===== src/include/acc_pkg.sv =====
package acc_pkg;
  localparam int          ADDR_W      = 8;
  localparam logic [7:0]  ADDR_SC1    = 8'h00;
  localparam logic [7:0]  ADDR_SC2    = 8'h04;
  localparam logic [7:0]  ADDR_RESH   = 8'h08;
  localparam logic [7:0]  ADDR_RESL   = 8'h0C;
  localparam logic [7:0]  ADDR_CVH    = 8'h10;
  localparam logic [7:0]  ADDR_CVL    = 8'h14;
  localparam logic [7:0]  ADDR_ISTAT  = 8'h18;
  localparam logic [7:0]  ADDR_IMASK  = 8'h1C;
  localparam logic [4:0]  CH_OFF      = 5'h1F;
  localparam logic [4:0]  CH_REFH     = 5'h1D;
  localparam logic [4:0]  CH_REFL     = 5'h1E;
  localparam logic [1:0]  RESP_OKAY   = 2'h0;
  localparam logic [1:0]  RESP_SLVERR = 2'h2;
  localparam int          EV_W        = 2;
  localparam int          EV_DONE     = 0;
  localparam int          EV_ABORT    = 1;
  localparam int          LOW_W       = 8;

  typedef struct packed {
    logic       flag;
    logic       irqEn;
    logic       cont;
    logic [4:0] chan;
  } acc_sc1_type;

  typedef struct packed {
    logic       active;
    logic       hwTrig;
    logic       cmpEn;
    logic       cmpGe;
    logic [3:0] rsvd;
  } acc_sc2_type;

  localparam acc_sc1_type SC1_RESET = '{flag: 1'b0, irqEn: 1'b0, cont: 1'b0, chan: CH_OFF};
  localparam acc_sc2_type SC2_RESET = '{active: 1'b0, hwTrig: 1'b0, cmpEn: 1'b0, cmpGe: 1'b0, rsvd: 4'h0};

  typedef enum logic {
    ACC_IDLE,
    ACC_CONV
  } acc_state_type;
endpackage


===== src/rtl/acc_top.sv =====
// Added by the designer: the AXI4-Lite interface to the registers and the placing of the registers.
`timescale 1ns/10ps
module acc_top #(
  parameter int RES_W = 10
) (
  // clock and reset
  input  wire logic                       mclk,
  input  wire logic                       rstn,
  // axi4-lite write address
  input  wire logic [acc_pkg::ADDR_W-1:0] s_axi_awaddr,
  input  wire logic                       s_axi_awvalid,
  output logic                            s_axi_awready,
  // axi4-lite write data and response
  input  wire logic [31:0]                s_axi_wdata,
  input  wire logic [3:0]                 s_axi_wstrb,
  input  wire logic                       s_axi_wvalid,
  output logic                            s_axi_wready,
  output logic [1:0]                      s_axi_bresp,
  output logic                            s_axi_bvalid,
  input  wire logic                       s_axi_bready,
  // axi4-lite read
  input  wire logic [acc_pkg::ADDR_W-1:0] s_axi_araddr,
  input  wire logic                       s_axi_arvalid,
  output logic                            s_axi_arready,
  output logic [31:0]                     s_axi_rdata,
  output logic [1:0]                      s_axi_rresp,
  output logic                            s_axi_rvalid,
  input  wire logic                       s_axi_rready,
  // hardware trigger from periodic counter
  input  wire logic                       hwTrigger,
  // converter core
  input  wire logic                       convDone,
  input  wire logic [RES_W-1:0]           convResult,
  output logic                            convStart,
  output logic                            convAbort,
  output logic                            convPowerOn,
  output logic [4:0]                      convChannel,
  // interrupt
  output logic                            irq
);

  localparam int HI_W = RES_W - acc_pkg::LOW_W;

  if (RES_W < 9 || RES_W > 16) begin : g_chk
    $error("acc_top: RES_W must lie in 9..16");
  end

  // register state
  acc_pkg::acc_sc1_type   sc1;
  acc_pkg::acc_sc2_type   sc2;
  acc_pkg::acc_state_type state;
  logic [RES_W-1:0]       result;
  logic [RES_W-1:0]       cmpVal;
  logic [acc_pkg::EV_W-1:0] evStat;
  logic [acc_pkg::EV_W-1:0] evMask;

  // trigger synchroniser
  logic trigSync1;
  logic trigSync2;
  logic trigPrev;

  // write channel holding
  logic                       awHeld;
  logic                       wHeld;
  logic [acc_pkg::ADDR_W-1:0] awAddr;
  logic [31:0]                wData;
  logic [3:0]                 wStrb;

  // bus handshakes
  wire awTake = s_axi_awvalid & s_axi_awready;
  wire wTake  = s_axi_wvalid & s_axi_wready;
  wire doWrite = awHeld & wHeld & ~s_axi_bvalid;
  wire rdTake = s_axi_arvalid & s_axi_arready;

  wire next_awHeld = awHeld ? ~doWrite : awTake;
  wire next_wHeld  = wHeld ? ~doWrite : wTake;
  wire next_bvalid = doWrite | (s_axi_bvalid & ~s_axi_bready);
  wire next_rvalid = rdTake | (s_axi_rvalid & ~s_axi_rready);

  // write decode
  wire hitSc1   = awAddr == acc_pkg::ADDR_SC1;
  wire hitSc2   = awAddr == acc_pkg::ADDR_SC2;
  wire hitCvh   = awAddr == acc_pkg::ADDR_CVH;
  wire hitCvl   = awAddr == acc_pkg::ADDR_CVL;
  wire hitImask = awAddr == acc_pkg::ADDR_IMASK;
  wire hitRo    = awAddr == acc_pkg::ADDR_RESH ||
                  awAddr == acc_pkg::ADDR_RESL ||
                  awAddr == acc_pkg::ADDR_ISTAT;
  wire wrMapped = hitSc1 | hitSc2 | hitCvh | hitCvl | hitImask | hitRo;
  wire lane0    = doWrite & wStrb[0];
  wire wrSc1    = lane0 & hitSc1;
  wire wrSc2    = lane0 & hitSc2;
  wire wrCvh    = lane0 & hitCvh;
  wire wrCvl    = lane0 & hitCvl;
  wire wrImask  = lane0 & hitImask;

  // read decode
  wire rdResl  = rdTake & (s_axi_araddr == acc_pkg::ADDR_RESL);
  wire rdIstat = rdTake & (s_axi_araddr == acc_pkg::ADDR_ISTAT);

  // written view of status_control_one
  acc_pkg::acc_sc1_type wrView;
  assign wrView = acc_pkg::acc_sc1_type'(wData[7:0]);

  // written view of control two, fields placed by the package type
  acc_pkg::acc_sc2_type wr2View;
  assign wr2View = acc_pkg::acc_sc2_type'(wData[7:0]);

  // trigger edge, read only from the second stage
  wire trigEvent = trigSync2 & ~trigPrev;

  // conversion control
  wire converting = state == acc_pkg::ACC_CONV;
  wire chanOff    = sc1.chan == acc_pkg::CH_OFF;
  wire wrChanOn   = wrView.chan != acc_pkg::CH_OFF;
  wire swStart    = wrSc1 & wrChanOn & ~sc2.hwTrig;
  wire hwStart    = sc2.hwTrig & trigEvent & ~chanOff & ~converting & ~wrSc1;
  wire abortNow   = wrSc1 & converting;
  // a done that coincides with the abort belongs to the aborted conversion
  wire endConv    = convDone & converting & ~wrSc1;
  wire cmpHit     = sc2.cmpGe ? (convResult >= cmpVal) : (convResult < cmpVal);
  wire cmpTrue    = ~sc2.cmpEn | cmpHit;
  wire keepResult = endConv & cmpTrue;
  wire restart    = endConv & sc1.cont & ~chanOff;
  wire startNow   = swStart | hwStart | restart;

  acc_pkg::acc_state_type next_state;
  assign next_state = startNow ? acc_pkg::ACC_CONV :
                      (endConv | wrSc1) ? acc_pkg::ACC_IDLE : state;

  // done flag: a new result wins over a clear in the same cycle
  wire next_flag = keepResult | (sc1.flag & ~wrSc1 & ~rdResl);

  acc_pkg::acc_sc1_type next_sc1;
  assign next_sc1 = wrSc1 ? {next_flag, wrView.irqEn, wrView.cont, wrView.chan} :
                            {next_flag, sc1.irqEn, sc1.cont, sc1.chan};

  wire [acc_pkg::EV_W-1:0] evSet = {abortNow, endConv};
  wire [acc_pkg::EV_W-1:0] next_evStat = (evStat & ~{acc_pkg::EV_W{rdIstat}}) | evSet;
  wire [acc_pkg::EV_W-1:0] next_evMask = wrImask ? wData[acc_pkg::EV_W-1:0] : evMask;

  wire next_irq = (next_sc1.flag & next_sc1.irqEn) | (|(next_evStat & next_evMask));

  // read data selection
  acc_pkg::acc_sc2_type sc2View;
  assign sc2View = '{active: converting, hwTrig: sc2.hwTrig, cmpEn: sc2.cmpEn,
                     cmpGe: sc2.cmpGe, rsvd: 4'h0};

  wire [31:0] rdSc1   = 32'(sc1);
  wire [31:0] rdSc2   = 32'(sc2View);
  wire [31:0] rdResh  = 32'(result[RES_W-1:acc_pkg::LOW_W]);
  wire [31:0] rdLow   = 32'(result[acc_pkg::LOW_W-1:0]);
  wire [31:0] rdCvh   = 32'(cmpVal[RES_W-1:acc_pkg::LOW_W]);
  wire [31:0] rdCvl   = 32'(cmpVal[acc_pkg::LOW_W-1:0]);
  wire [31:0] rdIst   = 32'(evStat);
  wire [31:0] rdImk   = 32'(evMask);
  wire [acc_pkg::ADDR_W-1:0] ra = s_axi_araddr;
  wire rdMapped = ra == acc_pkg::ADDR_SC1 || ra == acc_pkg::ADDR_SC2 ||
                  ra == acc_pkg::ADDR_RESH || ra == acc_pkg::ADDR_RESL ||
                  ra == acc_pkg::ADDR_CVH || ra == acc_pkg::ADDR_CVL ||
                  ra == acc_pkg::ADDR_ISTAT || ra == acc_pkg::ADDR_IMASK;
  wire [31:0] rdData = ra == acc_pkg::ADDR_SC1   ? rdSc1  :
                       ra == acc_pkg::ADDR_SC2   ? rdSc2  :
                       ra == acc_pkg::ADDR_RESH  ? rdResh :
                       ra == acc_pkg::ADDR_RESL  ? rdLow  :
                       ra == acc_pkg::ADDR_CVH   ? rdCvh  :
                       ra == acc_pkg::ADDR_CVL   ? rdCvl  :
                       ra == acc_pkg::ADDR_ISTAT ? rdIst  :
                       ra == acc_pkg::ADDR_IMASK ? rdImk  : 32'h0000_0000;

  // compare value by byte register
  wire [RES_W-1:0] next_cmpVal = {wrCvh ? wData[HI_W-1:0] : cmpVal[RES_W-1:acc_pkg::LOW_W],
                                  wrCvl ? wData[acc_pkg::LOW_W-1:0] : cmpVal[acc_pkg::LOW_W-1:0]};

  // bus slave
  always_ff @(posedge mclk) begin
    if (!rstn) begin
      awHeld        <= 1'b0;
      wHeld         <= 1'b0;
      awAddr        <= '0;
      wData         <= 32'h0000_0000;
      wStrb         <= 4'h0;
      s_axi_awready <= 1'b0;
      s_axi_wready  <= 1'b0;
      s_axi_bvalid  <= 1'b0;
      s_axi_bresp   <= acc_pkg::RESP_OKAY;
    end else begin
      awHeld        <= next_awHeld;
      wHeld         <= next_wHeld;
      s_axi_awready <= ~next_awHeld & ~next_bvalid;
      s_axi_wready  <= ~next_wHeld & ~next_bvalid;
      s_axi_bvalid  <= next_bvalid;
      if (awTake) begin
        awAddr <= s_axi_awaddr;
      end
      if (wTake) begin
        wData <= s_axi_wdata;
        wStrb <= s_axi_wstrb;
      end
      if (doWrite) begin
        s_axi_bresp <= wrMapped ? acc_pkg::RESP_OKAY : acc_pkg::RESP_SLVERR;
      end
    end
  end

  always_ff @(posedge mclk) begin
    if (!rstn) begin
      s_axi_arready <= 1'b0;
      s_axi_rvalid  <= 1'b0;
      s_axi_rdata   <= 32'h0000_0000;
      s_axi_rresp   <= acc_pkg::RESP_OKAY;
    end else begin
      s_axi_arready <= ~next_rvalid;
      s_axi_rvalid  <= next_rvalid;
      if (rdTake) begin
        s_axi_rdata <= rdData;
        s_axi_rresp <= rdMapped ? acc_pkg::RESP_OKAY : acc_pkg::RESP_SLVERR;
      end
    end
  end

  // trigger pin crossing
  always_ff @(posedge mclk) begin
    if (!rstn) begin
      trigSync1 <= 1'b0;
      trigSync2 <= 1'b0;
      trigPrev  <= 1'b0;
    end else begin
      trigSync1 <= hwTrigger;
      trigSync2 <= trigSync1;
      trigPrev  <= trigSync2;
    end
  end

  // control registers
  always_ff @(posedge mclk) begin
    if (!rstn) begin
      sc1    <= acc_pkg::SC1_RESET;
      sc2    <= acc_pkg::SC2_RESET;
      cmpVal <= '0;
      evStat <= '0;
      evMask <= '0;
    end else begin
      sc1    <= next_sc1;
      cmpVal <= next_cmpVal;
      evStat <= next_evStat;
      evMask <= next_evMask;
      if (wrSc2) begin
        sc2.hwTrig <= wr2View.hwTrig;
        sc2.cmpEn  <= wr2View.cmpEn;
        sc2.cmpGe  <= wr2View.cmpGe;
      end
    end
  end

  // conversion sequencing
  always_ff @(posedge mclk) begin
    if (!rstn) begin
      state       <= acc_pkg::ACC_IDLE;
      result      <= '0;
      convStart   <= 1'b0;
      convAbort   <= 1'b0;
      convPowerOn <= 1'b0;
      convChannel <= acc_pkg::CH_OFF;
      irq         <= 1'b0;
    end else begin
      state       <= next_state;
      convStart   <= startNow;
      convAbort   <= abortNow;
      // powered only while converting; all ones also isolates the input
      convPowerOn <= next_state == acc_pkg::ACC_CONV;
      convChannel <= next_sc1.chan;
      irq         <= next_irq;
      if (keepResult) begin
        result <= convResult;
      end
    end
  end

endmodule


===== config.mk =====
export PLATFORM = sky130hd
export DESIGN_NAME = acc_top
export DESIGN_NICKNAME = d
export VERILOG_FILES = /design/src/include/acc_pkg.sv /design/src/rtl/acc_top.sv
export SDC_FILE = /design/constraint.sdc
export NUM_CORES = 1
export LEC_CHECK = 0
export BUFFER_PORTS_ARGS = -buffer_cell sky130_fd_sc_hd__clkbuf_2
export CORE_UTILIZATION = 55
export DETAILED_ROUTE_END_ITERATION = 10
export PLACE_DENSITY = 0.86
export SLEW_MARGIN = 20
export SYNTH_ARGS = -nofsm -noshare
export SYNTH_HDL_FRONTEND = slang
export SYNTH_SLANG_ARGS = --single-unit

===== constraint.sdc =====
create_clock -name mclk -period 5.3 [get_ports mclk]
set_clock_uncertainty 0.05 [all_clocks]
set_input_delay 0.265 -clock mclk [delete_from_list [all_inputs] [get_ports mclk]]
set_output_delay 0.265 -clock mclk [all_outputs]
set_load 0.02 [all_outputs]

==> results of run 1 <==
[layer usage]
layer  global-route usage  up-vias  part of all wire
li1                     -     1532                 -
met1                0.319     1433              0.44
met2                0.418      122              0.47
met3               0.0742       15             0.071
met4               0.0924        0             0.021
met5                    0        -                 0
[worst max-delay path, cell delays in order, from the launching register on]
cell and delay [ns]:
dfxtp_1 0.38, inv_1 0.06, ha_1 0.30, a41oi_1 0.19, o21ai_0 0.12, a221oi_1 0.37, mux2i_2 0.91, mux2i_1 0.27
[sequential cells by signal, indices dropped and copies added, names as in the netlist, 2 cells and up]
name         flops
awAddr           8
s_axi_rdata      8
wData            8
rdSc1            3
evStat           2
rdSc2            3
cmpVal          10
result          10
convChannel      5
evMask           2
[stage by stage]
step,instances,hold slack (ns),area (um^2),total power (W)
floorplan,452,0.336,3770,0.000706
global placement,547,0.371,3880,0.000726
detailed placement,547,0.375,3880,0.000730
CTS,563,0.0602,4120,0.00124
global route,563,0.0747,4120,0.00128
finish,563,0.0686,4120,0.00123
[final cells by class]
type                       instances  share of cell area
inverter                          19              0.0173
tap                               77              0.0234
clock buffer                      11              0.0368
timing repair buffer              69              0.0851
clock inverter                     5              0.0201
multi-input combinational        306               0.448
sequential                        76               0.370
[synth_stat cells, types with 3 or more instances]
cell / instances / share of area
ha_1: 10 / 0.034
buf_6: 3 / 0.0092
a221oi_1: 5 / 0.012
dfxtp_1: 76 / 0.41
buf_4: 31 / 0.063
nand2_1: 76 / 0.078
inv_1: 18 / 0.018
nor2_1: 30 / 0.031
a21oi_1: 36 / 0.049
o2bb2ai_1: 4 / 0.0095
o21ai_0: 8 / 0.011
and3_1: 7 / 0.012
clkbuf_1: 16 / 0.016
nand4_1: 4 / 0.0068
mux2i_1: 25 / 0.068
a22o_1: 4 / 0.0095
and2_1: 10 / 0.017
nor3_1: 9 / 0.012
nand3_1: 9 / 0.012
[how the worst max path moves through the flow]
stage,from,to,slack (ns),depth (start not counted)
after floorplan,awAddr[7],irq,3.10,7
after global placement,convResult[5],result[3],2.70,7
after detailed placement,cmpVal[5],result[2],2.63,7
after CTS,cmpVal[5],result[1],2.62,7
after global routing,cmpVal[9],result[5],2.36,7
final,cmpVal[5],result[5],2.58,7
[power breakdown]
group | switching (W) | leakage [nW] | internal [W]
Clock | 0.000220 | 0.120 | 0.000293
Combinational | 0.0000790 | 0.977 | 0.0000399
Sequential | 0.0000125 | 0.617 | 0.000586
Total | 0.000312 | 1.71 | 0.000919
[cell families (layout without fill, tap and decap cells)]
kind of cell	count (synthesis)	in the layout
AOI/OAI and AO/OA	74	74
muxes	30	30
other	1	26
buffers and inverters	70	104
DFF	76	76
and+or+nand+nor	166	166
adders and majority gates	10	10
==> metrics.csv, run 1 <==
metric,value,unit
ys_ff_latch,76,
ff2ff_path_depth,7,
maxSlewViolCount,0,
clk_latency,0.36,ns
relSlewSlack,0.303,
hold_path_class,in -> reg,
fin_nets,562,
syn_avg_cell_area,8.60,um^2
start_util,0.575,
synth_cell_types,56,
criticalPathCategory,reg -> reg,
layout_setup_ws,2.58,ns
synthArstFlopShare,0,
critical_path_peak_fanout,12,
htree_levels,3,
die_h,83.7,um
fin_crit,2.72,ns
p_per_area,299,nW/um^2
nFillCells,546,
pre_cts_ws,2.63,ns
r2r-start,cmpVal[5],
fin_util,0.645,
synthCells,427,
setup_viol,0,
synth-edff-count,0,
ys_warn_count,0,
antenna_left,0,
path_clk_slew,0.08,ns
syn_area,3670,um^2
wire_per_inst,14.9,um
finalCritPeriodShare,0.513,
antenna_cells,0,
design.core.area,6390,um^2
first_pass_iters,4,
synth.area.mux_share,0.0903,
clkSinkCount,76,
synth-compound-area-share,0.132,
synthXorXnorAreaFrac,0,
leakage,1.71,nW
synthSimpleGateAreaFrac,0.219,
worst_ep_required_time,5.53,ns
track_usage,0.255,
grt_pass1_vias,3016,
die_w,83.7,um
grt_max_degree,43,
dp_hpwl,6150,um
cts_tree,built,
seq_area_frac_synth,0.414,
tightestPinTransition,1.02,ns
gr-total-overflow,0,
timing.rr.end,result[5],
cts_buffers,9,
placementRows,29,
worst_setup_path_start_kind,flop,
fmax,0.368,GHz
whs_path_depth,3,
cp-end-kind,flop,
antenna_found_initial,0,
port_buffers,67,
dieArea,7010,um^2
final.setup.tns,0,ns
layout_common_cells,"nand2_1 (76), dfxtp_1 (76), clkbuf_2 (67), a21oi_1 (36), nor2_1 (30)",
cts_setup_buffers,0,
io_pins,121,
finalHoldViolations,0,
routabilityCongestion,0.929,
status,completed,
min_to,wData[0],
cap_violations,0,
drc,0,
grt_pass1_wl,14100,um
grt_setup_unrepaired,no,
drt_wl_total,8400,um
synth_flop_cell,dfxtp_1,
multi_input_area,1840,um^2
ctsRootBufferMaster,clkbuf_8,
synth_adder_area_share,0.0341,
seqCellArea,1520,um^2
cts_resized,0,
max-clock-path-buffers,2,
viasPerCell,5.51,
cp.arrival,2.95,ns
synth_top_family_by_area,simple AND/OR/NAND/NOR gates,
route.vias.total,3102,
drt_iter0_drc,308,
reg2reg_slack,2.58,ns
drive_gt1_frac,0.202,
cts_hold_buffers,0,
area_growth,12.1,%
max-vdd-ir-drop,0.000216,V
hp-start,s_axi_wdata[0],
Power figures use the tool's default switching activity.
==> run 2: changes to the inputs <==
- CORE_UTILIZATION: 55 -> 51
- PLACE_DENSITY: 0.86 -> 0.8
- clock period: 5.3 -> 2.65 ns (I/O delays scaled with it)
==> metrics.csv, run 2 (synthesis gave the netlist of run 1 again) <==
metric,value,unit
grt_pass1_wl,14100,um
cts_tree,built,
clkSinkCount,76,
setup_viol,0,
clkPwrFrac,0.428,
cp.arrival,2.65,ns
status,completed,
antenna_left,0,
ctsRootBufferMaster,clkbuf_8,
relSlewSlack,0.643,
port_buffers,67,
antenna_found_initial,0,
nFillCells,568,
grt_pass1_vias,3010,
critical_path_peak_fanout,6,
hold_path_class,in -> reg,
p_per_area,578,nW/um^2
tightestPinTransition,0.535,ns
reg.largest.list,"cmpVal (10), result (10)",
ff2ff_path_depth,8,
drive_gt1_frac,0.196,
first_pass_iters,4,
viasPerCell,5.25,
finalHoldViolations,0,
worst_setup_path_start_kind,input pin,
timing.rr.end,result[3],
placementRows,30,
r2r-start,cmpVal[5],
layoutNonFillerInstCount,610,
io_pins,121,
cap_violations,0,
die_h,86.9,um
fmax,0.412,GHz
fin_nets,590,
dp.cells,569,
critPathLaunch,convResult[5],
dp_hpwl,6260,um
criticalPathCategory,in -> reg,
fin_util,0.646,
p_sw_frac,0.237,
intPower,0.00196,W
cts_buffers,9,
gr-total-overflow,0,
cp-end-kind,flop,
fin_crit,2.42,ns
drc,0,
htree_levels,3,
start_util,0.535,
route.vias.total,3205,
layout_common_cells,"nand2_1 (76), dfxtp_1 (76), clkbuf_2 (67), a21oi_1 (36), nor2_1 (30)",
clk_latency,0.34,ns
comb_power_share,0.105,
track_usage,0.243,
antenna_cells,0,
drt_iter0_drc,161,
grt_max_degree,42,
wire_per_inst,14.2,um
area_growth,20.8,%
design.core.area,6870,um^2
hp-start,convResult[8],
max-vdd-ir-drop,0.000545,V
switchingPower,0.000607,W
final.setup.tns,0,ns
leakage,1.84,nW
dieArea,7550,um^2
worst_ep_required_time,2.87,ns
maxSlewViolCount,0,
path_clk_slew,0.08,ns
seqPwrFrac,0.468,
min_to,result[8],
grt_setup_unrepaired,no,
drt_wl_total,8680,um
whs_path_depth,3,
die_w,86.9,um
reg2reg_slack,0.28,ns
max-clock-path-buffers,2,
finalCritPeriodShare,0.915,
cts_resized,0,
routabilityCongestion,0.901,
==> run 2: changes by cell type in the layout (fill, tap and decap cells not counted) <==
cell / change
bufinv_16: +1
buf_4: +3
dlygate4sd3_1: +25
clkinv_2: -1
clkinvlp_4: +1
clkinv_4: -1
==> run 2: routing by layer <==
metal	vias to the layer above	track usage	routed length, um
li1	1583	-	-
met1	1505	0.300	3730
met2	106	0.425	4370
met3	11	0.0521	474
met4	0	0.0682	107
met5	-	0	0
==> run 2: how the worst max path moves through the flow <==
stage	endpoint	slack, ns	depth (start not counted)
floorplan	irq	0.45	7
finish	result[3]	0.23	9
detailed placement	result[3]	0.31	8
global route	result[3]	0.1	9
global placement	result[4]	0.42	8
CTS	result[3]	0.25	9
==> run 2: area by class of cell <==
type | instances | area, um^2 | share of cell area
clock buffer | 11 | 151 | 0.0341
clock inverter | 5 | 106 | 0.0240
tap | 96 | 120 | 0.0271
timing repair buffer | 97 | 623 | 0.140
sequential | 76 | 1520 | 0.343
multi-input combinational | 306 | 1840 | 0.415
inverter | 19 | 71.3 | 0.0161
==> run 2: metrics by stage <==
stage | area [um^2] | worst slack [ns] | power (W) | hold WS [ns]
global route | 4440 | 0.0982 | 0.00266 | 0.0198
CTS | 4440 | 0.247 | 0.00258 | 0.00423
detailed placement | 3930 | 0.305 | 0.00146 | 0.296
finish | 4440 | 0.225 | 0.00256 | 0.00709
global placement | 3930 | 0.415 | 0.00145 | 0.288
floorplan | 3770 | 0.449 | 0.00141 | 0.203
==> run 2: power by group through the flow <==
stage | registers (W) | clock network (W) | logic [W]
finish | 0.00120 | 0.00110 | 0.000268
global route | 0.00120 | 0.00116 | 0.000295
CTS | 0.00120 | 0.00111 | 0.000265
detailed placement | 0.00123 | 0 | 0.000235
global placement | 0.00122 | 0 | 0.000229
floorplan | 0.00124 | 0 | 0.000176
==> run 2: repair_timing <==
| item | 4_1_cts | 5_1_grt |
|---|---|---|
| endpoints found under the setup margin | 0 | 0 |
| buffers inserted | 0 | 0 |
| hold buffers | 25 | 0 |
| endpoints found under the hold margin | 25 | 0 |
==> run 2: worst max-delay path, stage by stage <==
cell and delay, ns:
dlygate4sd3_1 0.53, clkbuf_2 0.12, ha_1 0.33, a41oi_1 0.22, o21ai_0 0.12, a221oi_1 0.35
mux2i_2 0.39, buf_4 0.24, mux2i_1 0.20
==> run 3: changes to the inputs <==
- HOLD_SLACK_MARGIN: unset -> 0.15
- SETUP_SLACK_MARGIN: unset -> 0.1
- SKIP_CTS_REPAIR_TIMING: unset -> 1
==> metrics.csv, run 3 (synthesis gave the netlist of run 1 again) <==
metric,value,unit
antenna_cells,0,
clkPwrFrac,0.427,
wire_per_inst,14.3,um
dpl-instance-area,3930,um^2
start_util,0.535,
fin_nets,596,
cap_violations,0,
finalCritPeriodShare,0.911,
clkSinkCount,76,
total_power,0.00257,W
fmax,0.414,GHz
fin_crit,2.41,ns
p_per_area,572,nW/um^2
grt_max_degree,42,
intPower,0.00196,W
gr-total-overflow,0,
cts_tree,built,
grt_pass1_wl,13600,um
die_w,86.9,um
path_clk_slew,0.08,ns
grt_setup_unrepaired,no,
status,completed,
switchingPower,0.000610,W
seqPwrFrac,0.466,
antenna_found_initial,0,
hold_ws,0.178,ns
placementRows,30,
leakage,1.87,nW
area_growth,22.4,%
cp-end-kind,flop,
criticalPathCategory,in -> reg,
worst_ep_required_time,2.87,ns
die_h,86.9,um
final_area,4500,um^2
ctsRootBufferMaster,clkbuf_8,
viasPerCell,5.27,
drt_iter0_drc,163,
setup_viol,0,
dieArea,7550,um^2
layout_common_cells,"nand2_1 (76), dfxtp_1 (76), clkbuf_2 (67), a21oi_1 (36), dlygate4sd3_1 (31)",
worst_setup_path_start_kind,input pin,
finalHoldViolations,0,
io_pins,121,
whs_path_depth,4,
clk_latency,0.34,ns
drive_gt1_frac,0.194,
nFillCells,563,
cts_buffers,9,
route.vias.total,3246,
max-vdd-ir-drop,0.000546,V
final.setup.tns,0,ns
drc,0,
hold_path_class,in -> reg,
critical_path_peak_fanout,6,
port_buffers,67,
maxSlewViolCount,0,
htree_levels,3,
relSlewSlack,0.658,
first_pass_iters,5,
cp.arrival,2.63,ns
tightestPinTransition,0.513,ns
track_usage,0.235,
antenna_left,0,
ff2ff_path_depth,8,
grt_pass1_vias,2847,
comb_power_share,0.107,
drt_wl_total,8780,um
routabilityCongestion,0.901,
max-clock-path-buffers,2,
reg.largest.list,"cmpVal (10), result (10)",
p_sw_frac,0.237,
design.core.area,6870,um^2
dp_hpwl,6260,um
[run 3: changes by cell type in the layout (fill, tap and decap cells not counted)]
cell,before,now
dlygate4sd3_1,25,31
[run 3: layout make-up]
class                      count  area (um^2)  share of cell area
tap                           96          120              0.0267
clock buffer                  11          151              0.0337
sequential                    76         1520               0.338
clock inverter                 5          106              0.0237
multi-input combinational    306         1840               0.410
inverter                      19         71.3              0.0159
timing repair buffer         103          683               0.152
[run 3: final timing paths]
check,from,to,slack [ns]
max reg2reg,cmpVal[5],result[3],0.25
max,convResult[3],result[3],0.24
min,s_axi_araddr[1],s_axi_rdata[7],0.18
min reg2reg,trigSync1,trigSync2,0.41
[run 3: critical path: stages]
cell	delay, ns
dlygate4sd3_1	0.53
clkbuf_2	0.13
ha_1	0.32
a41oi_1	0.20
o21ai_0	0.12
a221oi_1	0.35
mux2i_2	0.39
buf_4	0.24
mux2i_1	0.22
[run 3: power by group through the flow]
stage	logic (W)	clock network (W)	registers [W]
after detailed placement	0.000235	0	0.00123
final	0.000275	0.00110	0.00120
after CTS	0.000237	0.00111	0.00120
after global placement	0.000229	0	0.00122
after global routing	0.000303	0.00116	0.00120
after floorplan	0.000176	0	0.00124
[run 3: metal layers]
metal	wire, um	up-vias	part of all wire	GRT usage
li1	-	1595	-	-
met4	111	0	0.013	0.0667
met1	3710	1513	0.42	0.297
met3	520	10	0.059	0.0521
met2	4440	128	0.51	0.402
met5	0	-	0	0
[run 3: metrics by stage]
stage          setup slack [ns]   util  cells
2_1_floorplan             0.449      -    452
3_3_place_gp              0.415  0.572    569
3_5_place_dp              0.305  0.572    569
4_1_cts                   0.288  0.609    585
5_1_grt                   0.118  0.655    616
6_report                  0.235  0.655    616
